`src/nemc_pkg.sv`:
```
package nemc_pkg;

  // Register byte offsets
  localparam logic [3:0]  OFS_CTRL      = 4'h0;
  localparam logic [3:0]  OFS_SPACE_CFG = 4'h4;
  localparam logic [3:0]  OFS_STATUS    = 4'h8;

  // Reset values
  localparam logic [2:0]  CTRL_RST      = 3'h0;
  localparam logic [11:0] SPACE_CFG_RST = 12'h000;

  // Field positions
  localparam int          CTRL_DIV_LSB   = 0;
  localparam int          CTRL_WIDTH8    = 2;
  localparam int          CFG_RDSEL_LSB  = 8;

  // Space decode on address bits 31:26
  localparam logic [5:0]  SPACE_BASE = 6'h20;

  // Clock strap codes
  localparam logic [1:0]  STRAP_EXT  = 2'h0;
  localparam logic [1:0]  STRAP_DIV4 = 2'h1;
  localparam logic [1:0]  STRAP_DIV6 = 2'h2;

  // Output clock 2 divide codes
  localparam logic [1:0]  DIV_BY1 = 2'h0;
  localparam logic [1:0]  DIV_BY2 = 2'h1;

  // Divider cycle counts
  localparam logic [2:0]  CNT_DIV4 = 3'h4;
  localparam logic [2:0]  CNT_DIV6 = 3'h6;

  // AXI responses
  localparam logic [1:0]  RESP_OKAY   = 2'h0;
  localparam logic [1:0]  RESP_SLVERR = 2'h2;

  typedef enum logic [1:0] {
    MT_ASYNC = 2'h0,
    MT_SDRAM = 2'h1,
    MT_PSYNC = 2'h2
  } nemc_mtype_e;

  typedef enum logic [4:0] {
    ST_IDLE   = 5'b00001,
    ST_SETUP  = 5'b00010,
    ST_STROBE = 5'b00100,
    ST_HOLD   = 5'b01000,
    ST_GRANT  = 5'b10000
  } nemc_state_e;

  // Memory-side control pins, all active low
  typedef struct packed {
    logic [3:0] space_en_n;
    logic [1:0] lane_en_n;
    logic       rd_cas_n;
    logic       oe_ras_n;
    logic       wr_en_n;
    logic       fifo_oe_n;
    logic       pdt_n;
  } nemc_pins_s;

  localparam nemc_pins_s PINS_IDLE = 11'h7ff;

endpackage

```
`src/nemc_top.sv`:
```
`timescale 1ns/1ns
`default_nettype none

// Contract
// - Memory space chosen by decoding word-address bits 26 to 31.
// - Exactly one of four space enables asserted during an external access.
// - Byte enables decoded from low address bits, depending on memory width.
// - Byte enables act as write enables and as SDRAM data masks.
// - Interface clock: external pin, CPU/4 or CPU/6, strapped at reset.
// - External clock pin is the default interface clock.
// - Strap 00 external, 01 CPU/4, 10 CPU/6, 11 reserved.
// - Second output clock is interface clock divided by 1, 2 or 4.
// - First output clock runs at interface clock frequency.
// - Read pin: async read, SDRAM CAS, sync address strobe or read.
// - Sync read select 0 gives address strobe, 1 gives read enable.
// - Output-enable pin: async OE, SDRAM RAS or sync OE.
// - Write pin: async, SDRAM or sync write enable by memory type.
// - Dedicated sync output enable for space 3 FIFO.
// - Peripheral transfer strobe for direct peripheral to peripheral moves.
// - Host raises hold request; device answers with hold grant.
// - Bus request output shows external accesses pending.
module nemc_top
  import nemc_pkg::*;
(
  input  wire logic        CLK_I,
  input  wire logic        RESETN_I,
  input  wire logic [31:0] AWADDR_I,
  input  wire logic        AWVALID_I,
  output logic             AWREADY_O,
  input  wire logic [31:0] WDATA_I,
  input  wire logic [3:0]  WSTRB_I,
  input  wire logic        WVALID_I,
  output logic             WREADY_O,
  output logic [1:0]       BRESP_O,
  output logic             BVALID_O,
  input  wire logic        BREADY_I,
  input  wire logic [31:0] ARADDR_I,
  input  wire logic        ARVALID_I,
  output logic             ARREADY_O,
  output logic [31:0]      RDATA_O,
  output logic [1:0]       RRESP_O,
  output logic             RVALID_O,
  input  wire logic        RREADY_I,
  input  wire logic        REQ_VALID_I,
  output logic             REQ_READY_O,
  input  wire logic [31:0] REQ_ADDR_I,
  input  wire logic        REQ_WRITE_I,
  input  wire logic        REQ_BYTE_I,
  input  wire logic        REQ_PDT_I,
  output logic             DONE_O,
  output logic             DONE_ERR_O,
  input  wire logic [1:0]  CLK_SELECT_STRAPS_I,
  input  wire logic        IF_CLK_IN_I,
  output logic             IF_CLK_OUT_FULL_O,
  output logic             IF_CLK_OUT_DIV_O,
  output logic [3:0]       MEM_SPACE_ENABLE_N_O,
  output logic             BYTE_LANE0_ENABLE_N_O,
  output logic             BYTE_LANE1_ENABLE_N_O,
  output logic             RD_CAS_ADSTRB_PIN_N_O,
  output logic             OE_RAS_PIN_N_O,
  output logic             WR_ENABLE_PIN_N_O,
  output logic             FIFO_SPACE_OUT_ENABLE_N_O,
  output logic             PERIPH_DIRECT_XFER_N_O,
  output logic             CTRL_OE_N_O,
  input  wire logic        ASYNC_READY_IN_I,
  input  wire logic        HOLD_REQ_IN_I,
  output logic             HOLD_GRANT_O,
  output logic             BUS_REQ_OUT_O
);

  logic [2:0]  ctrl_reg;
  logic [11:0] space_cfg_reg;
  logic        aw_held_reg;
  logic        w_held_reg;
  logic [3:0]  aw_addr_reg;
  logic [31:0] w_data_reg;
  logic [3:0]  w_strb_reg;
  logic        bvalid_reg;
  logic [1:0]  bresp_reg;
  logic        rvalid_reg;
  logic [31:0] rdata_reg;
  logic [1:0]  rresp_reg;
  logic        wr_fire;
  logic [3:0]  wr_addr;
  logic [31:0] wr_data;
  logic [3:0]  wr_strb;

  logic [1:0]  strap_reg;
  logic        strap_taken_reg;
  logic        ext_clk_d_reg;
  logic [2:0]  div_cnt_reg;
  logic [2:0]  div_period;
  logic        if_tick;
  logic        clk_full_reg;
  logic        clk_div_reg;
  logic        tick_cnt_reg;

  nemc_state_e state_reg;
  nemc_state_e state_next;
  logic [1:0]  space_reg;
  logic        err_reg;
  logic        write_reg;
  logic        byte_reg;
  logic        addr0_reg;
  logic        pdt_reg;
  nemc_mtype_e mtype_reg;
  logic        rdsel_reg;
  logic        width8_reg;
  nemc_pins_s  pins_reg;
  nemc_pins_s  pins_next;
  logic        done_reg;
  logic        done_err_reg;
  logic        accept;
  logic [5:0]  space_code;
  logic        in_access;

  // AXI4-Lite write channel
  assign AWREADY_O = !aw_held_reg;
  assign WREADY_O  = !w_held_reg;
  assign wr_fire   = (aw_held_reg || AWVALID_I) && (w_held_reg || WVALID_I) && !bvalid_reg;
  assign wr_addr   = aw_held_reg ? aw_addr_reg : AWADDR_I[3:0];
  assign wr_data   = w_held_reg ? w_data_reg : WDATA_I;
  assign wr_strb   = w_held_reg ? w_strb_reg : WSTRB_I;

  always_ff @(posedge CLK_I) begin
    if (!RESETN_I) begin
      aw_held_reg <= 1'b0;
      w_held_reg  <= 1'b0;
      aw_addr_reg <= 4'h0;
      w_data_reg  <= 32'h0;
      w_strb_reg  <= 4'h0;
      bvalid_reg  <= 1'b0;
      bresp_reg   <= RESP_OKAY;
    end else begin
      if (wr_fire) begin
        aw_held_reg <= 1'b0;
        w_held_reg  <= 1'b0;
        bvalid_reg  <= 1'b1;
        bresp_reg   <= (wr_addr == OFS_CTRL || wr_addr == OFS_SPACE_CFG) ? RESP_OKAY : RESP_SLVERR;
      end else begin
        if (AWVALID_I && !aw_held_reg) begin
          aw_held_reg <= 1'b1;
          aw_addr_reg <= AWADDR_I[3:0];
        end
        if (WVALID_I && !w_held_reg) begin
          w_held_reg <= 1'b1;
          w_data_reg <= WDATA_I;
          w_strb_reg <= WSTRB_I;
        end
        if (bvalid_reg && BREADY_I) begin
          bvalid_reg <= 1'b0;
        end
      end
    end
  end

  // Configuration registers
  always_ff @(posedge CLK_I) begin
    if (!RESETN_I) begin
      ctrl_reg      <= CTRL_RST;
      space_cfg_reg <= SPACE_CFG_RST;
    end else if (wr_fire) begin
      if (wr_addr == OFS_CTRL && wr_strb[0]) begin
        ctrl_reg <= wr_data[2:0];
      end
      if (wr_addr == OFS_SPACE_CFG && wr_strb[0]) begin
        space_cfg_reg[7:0] <= wr_data[7:0];
      end
      if (wr_addr == OFS_SPACE_CFG && wr_strb[1]) begin
        space_cfg_reg[11:8] <= wr_data[11:8];
      end
    end
  end

  // AXI4-Lite read channel
  assign ARREADY_O = !rvalid_reg;

  always_ff @(posedge CLK_I) begin
    if (!RESETN_I) begin
      rvalid_reg <= 1'b0;
      rdata_reg  <= 32'h0;
      rresp_reg  <= RESP_OKAY;
    end else if (ARVALID_I && !rvalid_reg) begin
      rvalid_reg <= 1'b1;
      rresp_reg  <= RESP_OKAY;
      case (ARADDR_I[3:0])
        OFS_CTRL:      rdata_reg <= {29'h0, ctrl_reg};
        OFS_SPACE_CFG: rdata_reg <= {20'h0, space_cfg_reg};
        OFS_STATUS:    rdata_reg <= {25'h0, space_reg, BUS_REQ_OUT_O, HOLD_GRANT_O, in_access, strap_reg};
        default: begin
          rdata_reg <= 32'h0;
          rresp_reg <= RESP_SLVERR;
        end
      endcase
    end else if (rvalid_reg && RREADY_I) begin
      rvalid_reg <= 1'b0;
    end
  end

  assign BVALID_O = bvalid_reg;
  assign BRESP_O  = bresp_reg;
  assign RVALID_O = rvalid_reg;
  assign RDATA_O  = rdata_reg;
  assign RRESP_O  = rresp_reg;

  // Strap capture after reset release
  always_ff @(posedge CLK_I) begin
    if (!RESETN_I) begin
      strap_reg       <= STRAP_EXT;
      strap_taken_reg <= 1'b0;
    end else if (!strap_taken_reg) begin
      strap_taken_reg <= 1'b1;
      strap_reg       <= (CLK_SELECT_STRAPS_I == STRAP_DIV4 || CLK_SELECT_STRAPS_I == STRAP_DIV6) ?
                         CLK_SELECT_STRAPS_I : STRAP_EXT;
    end
  end

  // Interface clock enable
  assign div_period = (strap_reg == STRAP_DIV6) ? CNT_DIV6 : CNT_DIV4;
  assign if_tick    = (strap_reg == STRAP_EXT) ? (IF_CLK_IN_I && !ext_clk_d_reg) :
                      (div_cnt_reg == 3'h0);

  always_ff @(posedge CLK_I) begin
    if (!RESETN_I) begin
      ext_clk_d_reg <= 1'b0;
      div_cnt_reg   <= 3'h0;
    end else begin
      ext_clk_d_reg <= IF_CLK_IN_I;
      div_cnt_reg   <= (div_cnt_reg == div_period - 3'h1) ? 3'h0 : div_cnt_reg + 3'h1;
    end
  end

  // Output clocks
  always_ff @(posedge CLK_I) begin
    if (!RESETN_I) begin
      clk_full_reg <= 1'b0;
      clk_div_reg  <= 1'b0;
      tick_cnt_reg <= 1'b0;
    end else begin
      clk_full_reg <= (strap_reg == STRAP_EXT) ? IF_CLK_IN_I :
                      (div_cnt_reg < {1'b0, div_period[2:1]});
      if (if_tick) begin
        tick_cnt_reg <= !tick_cnt_reg;
      end
      if (ctrl_reg[CTRL_DIV_LSB +: 2] == DIV_BY1) begin
        clk_div_reg <= (strap_reg == STRAP_EXT) ? IF_CLK_IN_I : (div_cnt_reg < {1'b0, div_period[2:1]});
      end else if (if_tick && (ctrl_reg[CTRL_DIV_LSB +: 2] == DIV_BY2 || tick_cnt_reg)) begin
        clk_div_reg <= !clk_div_reg;
      end
    end
  end

  assign IF_CLK_OUT_FULL_O = clk_full_reg;
  assign IF_CLK_OUT_DIV_O  = clk_div_reg;

  // Access sequencer
  assign space_code  = REQ_ADDR_I[31:26] - SPACE_BASE;
  assign REQ_READY_O = (state_reg == ST_IDLE) && !HOLD_REQ_IN_I;
  assign accept      = REQ_VALID_I && REQ_READY_O;
  assign in_access   = (state_reg == ST_SETUP) || (state_reg == ST_STROBE) || (state_reg == ST_HOLD);

  always_comb begin
    state_next = state_reg;
    case (state_reg)
      ST_IDLE: begin
        if (HOLD_REQ_IN_I) begin
          state_next = ST_GRANT;
        end else if (accept && space_code[5:2] == 4'h0) begin
          state_next = ST_SETUP;
        end
      end
      ST_SETUP:  state_next = if_tick ? ST_STROBE : ST_SETUP;
      ST_STROBE: begin
        if (if_tick && (mtype_reg != MT_ASYNC || ASYNC_READY_IN_I)) begin
          state_next = ST_HOLD;
        end
      end
      ST_HOLD:   state_next = if_tick ? ST_IDLE : ST_HOLD;
      ST_GRANT:  state_next = HOLD_REQ_IN_I ? ST_GRANT : ST_IDLE;
      default:   state_next = ST_IDLE;
    endcase
  end

  always_ff @(posedge CLK_I) begin
    if (!RESETN_I) begin
      state_reg <= ST_IDLE;
    end else begin
      state_reg <= state_next;
    end
  end

  always_ff @(posedge CLK_I) begin
    if (!RESETN_I) begin
      space_reg  <= 2'h0;
      write_reg  <= 1'b0;
      byte_reg   <= 1'b0;
      addr0_reg  <= 1'b0;
      pdt_reg    <= 1'b0;
      mtype_reg  <= MT_ASYNC;
      rdsel_reg  <= 1'b0;
      width8_reg <= 1'b0;
      err_reg    <= 1'b0;
    end else if (accept) begin
      space_reg  <= space_code[1:0];
      err_reg    <= space_code[5:2] != 4'h0;
      write_reg  <= REQ_WRITE_I;
      byte_reg   <= REQ_BYTE_I;
      addr0_reg  <= REQ_ADDR_I[0];
      pdt_reg    <= REQ_PDT_I;
      mtype_reg  <= (space_cfg_reg[space_code[1:0]*2 +: 2] == 2'h3) ? MT_ASYNC :
                    nemc_mtype_e'(space_cfg_reg[space_code[1:0]*2 +: 2]);
      rdsel_reg  <= space_cfg_reg[CFG_RDSEL_LSB + space_code[1:0]];
      width8_reg <= ctrl_reg[CTRL_WIDTH8];
    end
  end

  always_ff @(posedge CLK_I) begin
    if (!RESETN_I) begin
      done_reg     <= 1'b0;
      done_err_reg <= 1'b0;
    end else begin
      done_reg     <= (state_reg == ST_HOLD && if_tick) || (accept && space_code[5:2] != 4'h0);
      done_err_reg <= accept && space_code[5:2] != 4'h0;
    end
  end

  assign DONE_O     = done_reg;
  assign DONE_ERR_O = done_err_reg;

  // Pin decode per memory type
  always_comb begin
    pins_next = PINS_IDLE;
    if (in_access) begin
      pins_next.space_en_n = ~(4'h1 << space_reg);
      pins_next.pdt_n      = !pdt_reg;
      if (width8_reg) begin
        pins_next.lane_en_n = 2'b10;
      end else if (byte_reg) begin
        pins_next.lane_en_n = addr0_reg ? 2'b01 : 2'b10;
      end else begin
        pins_next.lane_en_n = 2'b00;
      end
      case (mtype_reg)
        MT_SDRAM: begin
          pins_next.oe_ras_n = !(state_reg == ST_SETUP);
          pins_next.rd_cas_n = !(state_reg == ST_STROBE);
          pins_next.wr_en_n  = !(state_reg == ST_STROBE && write_reg);
        end
        MT_PSYNC: begin
          pins_next.rd_cas_n  = rdsel_reg ? !(state_reg == ST_STROBE && !write_reg) :
                                !(state_reg == ST_SETUP);
          pins_next.oe_ras_n  = !(state_reg == ST_STROBE && !write_reg);
          pins_next.wr_en_n   = !(state_reg == ST_STROBE && write_reg);
          pins_next.fifo_oe_n = !(state_reg == ST_STROBE && !write_reg && space_reg == 2'h3);
        end
        default: begin
          pins_next.rd_cas_n = !(state_reg == ST_STROBE && !write_reg);
          pins_next.oe_ras_n = write_reg;
          pins_next.wr_en_n  = !(state_reg == ST_STROBE && write_reg);
        end
      endcase
    end
  end

  always_ff @(posedge CLK_I) begin
    if (!RESETN_I) begin
      pins_reg <= PINS_IDLE;
    end else begin
      pins_reg <= pins_next;
    end
  end

  assign MEM_SPACE_ENABLE_N_O      = pins_reg.space_en_n;
  assign BYTE_LANE0_ENABLE_N_O     = pins_reg.lane_en_n[0];
  assign BYTE_LANE1_ENABLE_N_O     = pins_reg.lane_en_n[1];
  assign RD_CAS_ADSTRB_PIN_N_O     = pins_reg.rd_cas_n;
  assign OE_RAS_PIN_N_O            = pins_reg.oe_ras_n;
  assign WR_ENABLE_PIN_N_O         = pins_reg.wr_en_n;
  assign FIFO_SPACE_OUT_ENABLE_N_O = pins_reg.fifo_oe_n;
  assign PERIPH_DIRECT_XFER_N_O    = pins_reg.pdt_n;
  assign HOLD_GRANT_O              = (state_reg == ST_GRANT);
  assign CTRL_OE_N_O               = (state_reg == ST_GRANT);
  assign BUS_REQ_OUT_O             = REQ_VALID_I || in_access;
endmodule

`default_nettype wire
```
`config.mk`:
```
export PLATFORM = sky130hd
export DESIGN_NAME = nemc_top
export DESIGN_NICKNAME = d
export VERILOG_FILES = /design/src/nemc_pkg.sv /design/src/nemc_top.sv
export SDC_FILE = /design/constraint.sdc
export NUM_CORES = 1
export LEC_CHECK = 0
export BUFFER_PORTS_ARGS = -buffer_cell sky130_fd_sc_hd__buf_4
export CAP_MARGIN = 20
export CORE_UTILIZATION = 44
export CTS_BUF_LIST = sky130_fd_sc_hd__clkbuf_16
export DETAILED_ROUTE_END_ITERATION = 10
export HOLD_SLACK_MARGIN = 0.03
export PLACE_DENSITY = 0.78
export SLEW_MARGIN = 20
export SYNTH_ARGS = -nofsm -noshare
export SYNTH_HDL_FRONTEND = slang
export SYNTH_SLANG_ARGS = --single-unit
```
`constraint.sdc`:
```
create_clock -name CLK_I -period 3.95 [get_ports CLK_I]
set_clock_uncertainty 0.05 [all_clocks]
set_input_delay 0.1975 -clock CLK_I [delete_from_list [all_inputs] [get_ports CLK_I]]
set_output_delay 0.1975 -clock CLK_I [all_outputs]
set_load 0.005 [all_outputs]
```
; Word level (Yosys, flattened, before mapping)
; Index checks and enable logic that the tools add are counted.
[op_classes]
bitwise = 4
muxes = 32
eq_ne = 19
addsub = 4
order_cmp = 2
shifts = 2
reduce_logical = 69
[ops]
columns = operator, count
row1 = 12-bit one-hot mux with 3 select lines, 1
row2 = 5-bit one-hot mux with 5 select lines, 1
row3 = 1-bit logical AND, 21
row4 = 5-bit two-way mux, 4
row5 = 2-bit two-way mux, 8
row6 = 1-bit logical NOT, 15
row7 = 2-bit AND reduction, 7
row8 = 4-bit logical NOT, 3
row9 = 1-bit two-way mux, 12
row10 = 12-bit two-way mux, 1
row11 = 12-bit by 4-bit variable part select with 2-bit output, 1
row12 = "2-bit == test, second input constant", 5
row13 = 1-bit logical OR, 10
row14 = "4-bit by 3-bit == test with 1-bit output, second input constant", 2
row15 = 4-bit two-way mux, 2
row16 = 2-bit nonzero test, 4
row17 = "2-bit by 1-bit == test with 1-bit output, second input constant", 3
row18 = 3-bit one-hot mux with 2 select lines, 1
row19 = 3-bit OR reduction, 2
row20 = "6-bit subtractor, second input constant", 1
row21 = "4-bit by 2-bit adder with 5-bit output, first input constant", 1
row22 = "5-bit by 1-bit == test with 1-bit output, second input constant", 1
row23 = "5-bit by 2-bit == test with 1-bit output, second input constant", 1
row24 = "5-bit by 3-bit == test with 1-bit output, second input constant", 1
row25 = other kinds (20), 24
[word_totals]
register_bits = 111
output_inout_bits = 60
inputBits = 148

; Longest topological paths before layout
[depth]
depth_word = 7
depth_mapped = 6
depth_no_buf = 6

; Worst setup path after synthesis
; No wires, ideal clock.
[synth_timing]
kind = register to register
from = register aw_held_reg
to = register space_cfg_reg[11]
arrival_time_ns = 1.844
setup_slack_ns = 1.968
n_path_buf = 2
synth_period_minus_slack_ns = 1.982
setup_ns = 0.088
path_stages_with_launch = 7
cell_sequence = dfxtp_1 buf_6 or4_4 a2111oi_4 buf_6 a21oi_2 a311oi_2
[synth_via]
elab_chain_len = 4
[synth_lines]
columns = element, line_no
row1 = start: declaration, nemc_top.sv:73  ; logic aw_held_reg;
row2 = start signal: assignment, nemc_top.sv:127  ; aw_held_reg <= 1'b0;
row3 = start signal: assignment, nemc_top.sv:136  ; aw_held_reg <= 1'b0;
row4 = start signal: assignment, nemc_top.sv:142  ; aw_held_reg <= 1'b1;
row5 = 4-bit two-way mux or 1-bit logical OR (tied branches), "nemc_top.sv:121, nemc_top.sv:120"
row6 = 4-bit by 3-bit == test with 1-bit output or 1-bit logical AND (tied branches), "nemc_top.sv:169, nemc_top.sv:120"
row7 = 1-bit logical AND (on tied branches), "nemc_top.sv:169, nemc_top.sv:120"
row8 = 2-bit AND reduction (no source line) *, -
row9 = end signal: assignment, nemc_top.sv:170  ; space_cfg_reg[11:8] <= wr_data[11:8];
row10 = end: declaration, nemc_top.sv:72  ; logic [11:0] space_cfg_reg;
; Mark *: on every way between the ends. The rest lies on a longest branch, timed or not.
; A chain may end at the register's enable or synchronous reset.

; Worst setup path in the final report
[layout_timing]
from = register aw_held_reg
to = register space_cfg_reg[3]
[layout_via]
elab_chain_len = 4
[layout_lines]
columns = element, line_no
row1 = 4-bit two-way mux or 1-bit logical OR (tied branches), "nemc_top.sv:121, nemc_top.sv:120"
row2 = 4-bit by 3-bit == test with 1-bit output or 1-bit logical AND (tied branches), "nemc_top.sv:166, nemc_top.sv:120"
row3 = 1-bit logical AND (on tied branches), "nemc_top.sv:166, nemc_top.sv:120"
row4 = 2-bit AND reduction (no source line) *, -
row5 = end signal: assignment, nemc_top.sv:167  ; space_cfg_reg[7:0] <= wr_data[7:0];
; Marked as above.

==> qor.log <==
INFO  power          power_per_cell_area=408.2mW/mm^2
INFO  drt            count_of_tritonroute_iterations_in_the_first_routing_pass=4
INFO  sta            timing.final.crit_period=2.566ns
INFO  synth          async_reset_ff_share=0%
INFO  sta            fin_crit_sh=64.97%
INFO  drt            wl_per_cell=14.42microns
INFO  placed_design  portBuffers=82
INFO  synth          yosys_warnings=0
INFO  cts            clockRootBuffer=sky130_fd_sc_hd__clkbuf_16
INFO  sta            timing.slew.headroom=33.88%
INFO  cts            insertion_delay=0.33ns
INFO  power          max_rail_drop_vdd=0.0003261V
INFO  drt            detail_route.vias_per_cell=5.331
INFO  sta            final_setup_tns=0ns
INFO  setup_path     cp_data_arrival_time=2.74ns
INFO  sta            finalSetupViolations=0
INFO  drt            total_vias_in_the_final_route=3,337
INFO  status         result_of_the_run=finished clean
INFO  sta            final_critical_path_setup_slack=1.384ns
INFO  setup_path     critPathCaptureType=flop
INFO  cts            clock-sinks=89
INFO  drt            initialDrtViolationCount=155
INFO  floorplan      start_util=46.33%
INFO  global_routing maximum_number_of_pins_on_one_net_before_global_route_repair=57
INFO  floorplan      die-height=98.76microns
INFO  drt            postRouteWirelength=9024microns
INFO  cts            postCtsSetupBuffers=0
INFO  synth          yosys-top-cells-area=sky130_fd_sc_hd__dfxtp_1 (43%), sky130_fd_sc_hd__mux2i_1 (10%), sky130_fd_sc_hd__nor2_1 (4.6%), sky130_fd_sc_hd__buf_4 (4.2%), sky130_fd_sc_hd__a21oi_1 (3.6%)
INFO  synth          synthesis.instances=443
INFO  floorplan      floorplan.die_area=0.009753sqmm
INFO  setup_path     setup.worst_path.start_class=flop
INFO  setup_path     crit_path_max_fanout=18
INFO  hold_path      min_path_type=input pin to flop
INFO  sta            timing.final.hold_violations=0
INFO  setup_path     cp.buffers_inverters=0
INFO  synth          synth.cell_area=0.004119sqmm
INFO  synth          yosys-top-cells-count=sky130_fd_sc_hd__dfxtp_1 (89), sky130_fd_sc_hd__nor2_1 (50), sky130_fd_sc_hd__mux2i_1 (43)
INFO  cts            cts.htree.levels=3
INFO  floorplan      core-area=0.008891sqmm
INFO  finish         area_delta_synth_final=20.60%
INFO  global_routing grt_pass1_vias=3,011
INFO  synth          syn_avg_cell_area=9.298squm
INFO  floorplan      die_w=98.76microns
INFO  sta            max_freq=0.3897GHz
INFO  setup_path     reg2reg_setup_slack=1.38ns
INFO  cts            cts_buffer_depth=2
INFO  synth          synth.ff_latch_count=89
INFO  floorplan      floorplan.rows=34
INFO  cts            clk_transition_reported_paths=0.06ns
INFO  power          tot_pwr=0.002028W
INFO  cts            cts_made_buffers=9
INFO  cts            cts_tree=yes
INFO  synth          yosys.cell_types.count=61
INFO  synth          synth.yosys.seq_area_share=43.26%
INFO  finish         final_nets=666
INFO  floorplan      num_io_pins=208
INFO  finish         antenna_cell_count=0
INFO  sta            slew_viol_final=0
INFO  global_routing grt_antenna_before_repair=0
INFO  setup_path     worstSetupPathType=flop to flop
INFO  synth          synth_top_flop_cell=sky130_fd_sc_hd__dfxtp_1
INFO  synth          synth_top_area_share=43.26%
INFO  drt            detail-route-antenna-nets=0
INFO  sta            worst_pin_slew=0.9898ns
INFO  finish         n_fill_cell=768
INFO  placed_design  routabilityCongestion=0.7818
INFO  setup_path     worst_path_dominant_cell_family=compound AO/OA/AOI/OAI gates
INFO  synth          netlist.top_cell.by_area=sky130_fd_sc_hd__dfxtp_1
INFO  setup_path     timing.critical_path.required=4.12ns
INFO  global_routing grt_use_total=18.67%
INFO  drt            route.detailed.drc=0
INFO  finish         drive_above_1_share=23.75%
INFO  setup_path     critical-path-slowest-cell=sky130_fd_sc_hd__a2111oi_4
INFO  global_routing global_route.overflow_total=0
INFO  placed_design  detailedPlace.worstSlack=1.440ns
INFO  sta            grt_setup_unrepaired=no
INFO  synth          post_synth_edffs=0
INFO  placed_design  detailedPlacementHpwl=6564microns
INFO  run            maxCapViolations=0
INFO  power          power.leakage=2.137nW
INFO  global_routing grt_pass1_wl=14,480microns
INFO  setup_path     crit_chain=or4b_4, a2111oi_4, a21oi_1, a311oi_1
INFO  setup_path     cpPeakStageDelay=0.86ns
INFO  synth          synthMostInstantiatedCell=sky130_fd_sc_hd__dfxtp_1
tightest hold or removal path, cell delays in order:
cell                      delay [ns]
sky130_fd_sc_hd__buf_4          0.08
sky130_fd_sc_hd__mux2i_1        0.05
sky130_fd_sc_hd__nor2_1         0.07
per-stage QoR:
step,cells,util (%),hold WS [ns],area [sq um]
floorplan,464,-,0.1752,4198
global placement,609,52.69,0.3179,4684
finish,626,55.87,0.05281,4967
global route,626,55.87,0.05349,4967
detailed placement,609,52.69,0.3221,4684
CTS,626,55.87,0.04904,4967
area by class of cell:
class / count / area, sq um / area share [%]
timing repair buffer: 85 / 640.6 / 12.90
sequential: 89 / 1782 / 35.87
inverter: 14 / 52.55 / 1.058
clock buffer: 9 / 225.2 / 4.534
tap: 108 / 135.1 / 2.720
multi-input combinational: 314 / 2085 / 41.96
clock inverter: 7 / 47.55 / 0.9572
repair_timing:
item,in CTS,in global routing
hold buffers,1,0
hold endpoints to repair,1,0
endpoints found under the setup margin,0,0
gates resized for setup,0,0
cells by family after synthesis:
logic type / synth area share (%)
simple gates: 17.47
xor+xnor: 1.063
flops: 43.26
buf+inv: 8.050
fa+ha+maj: 1.519
mux: 13.73
compound gates: 14.82
other cells: 0.09104
cells in the final DEF, fill, tap and decap left out, types with 3 or more instances in the layout:
| master | synthesis | routed |
|---|---|---|
| sky130_fd_sc_hd__or2_2 | 4 | 4 |
| sky130_fd_sc_hd__xor2_1 | 3 | 3 |
| sky130_fd_sc_hd__a21oi_1 | 30 | 30 |
| sky130_fd_sc_hd__a22oi_1 | 6 | 6 |
| sky130_fd_sc_hd__ha_1 | 5 | 5 |
| sky130_fd_sc_hd__nor2b_1 | 3 | 3 |
| sky130_fd_sc_hd__or3_1 | 5 | 5 |
| sky130_fd_sc_hd__mux4_2 | 3 | 3 |
| sky130_fd_sc_hd__nor2_1 | 50 | 50 |
| sky130_fd_sc_hd__and3_1 | 4 | 4 |
| sky130_fd_sc_hd__mux2i_1 | 43 | 43 |
| sky130_fd_sc_hd__nand2_1 | 28 | 28 |
| sky130_fd_sc_hd__nand2b_1 | 9 | 9 |
| sky130_fd_sc_hd__conb_1 | 1 | 22 |
| sky130_fd_sc_hd__a311oi_1 | 8 | 8 |
| sky130_fd_sc_hd__inv_1 | 14 | 15 |
| sky130_fd_sc_hd__clkbuf_16 | 0 | 9 |
| sky130_fd_sc_hd__nor3_1 | 4 | 4 |
| sky130_fd_sc_hd__mux2_2 | 6 | 6 |
| sky130_fd_sc_hd__o21ai_0 | 11 | 11 |
| sky130_fd_sc_hd__o2bb2ai_1 | 3 | 3 |
| sky130_fd_sc_hd__buf_4 | 23 | 84 |
| sky130_fd_sc_hd__nand3_1 | 19 | 19 |
| sky130_fd_sc_hd__dfxtp_1 | 89 | 89 |
layer usage:
metal	vias up	wire, microns	GRT usage [%]
met4	0	132	5.626
met1	1564	3803	22.46
li1	1669	-	-
met5	-	0	0
met2	91	4570	32.01
met3	13	517	5.674
path summary, 6_finish.rpt:
check	from	end	depth (start not counted)
max reg2reg	aw_held_reg	space_cfg_reg[3]	4
max	aw_held_reg	space_cfg_reg[3]	4
min	WDATA_I[3]	w_data_reg[3]	3
min reg2reg	pdt_reg	PERIPH_DIRECT_XFER_N_O	1
report_power, final:
group / switching, W / internal [W] / leakage, nW
clock: 0.000342 / 0.000426 / 0.137
combinational: 0.000151 / 0.000134 / 1.28
sequential: 0.0000368 / 0.000938 / 0.724
total: 0.000530 / 0.00150 / 2.14
Power figures use the tool's default switching activity.
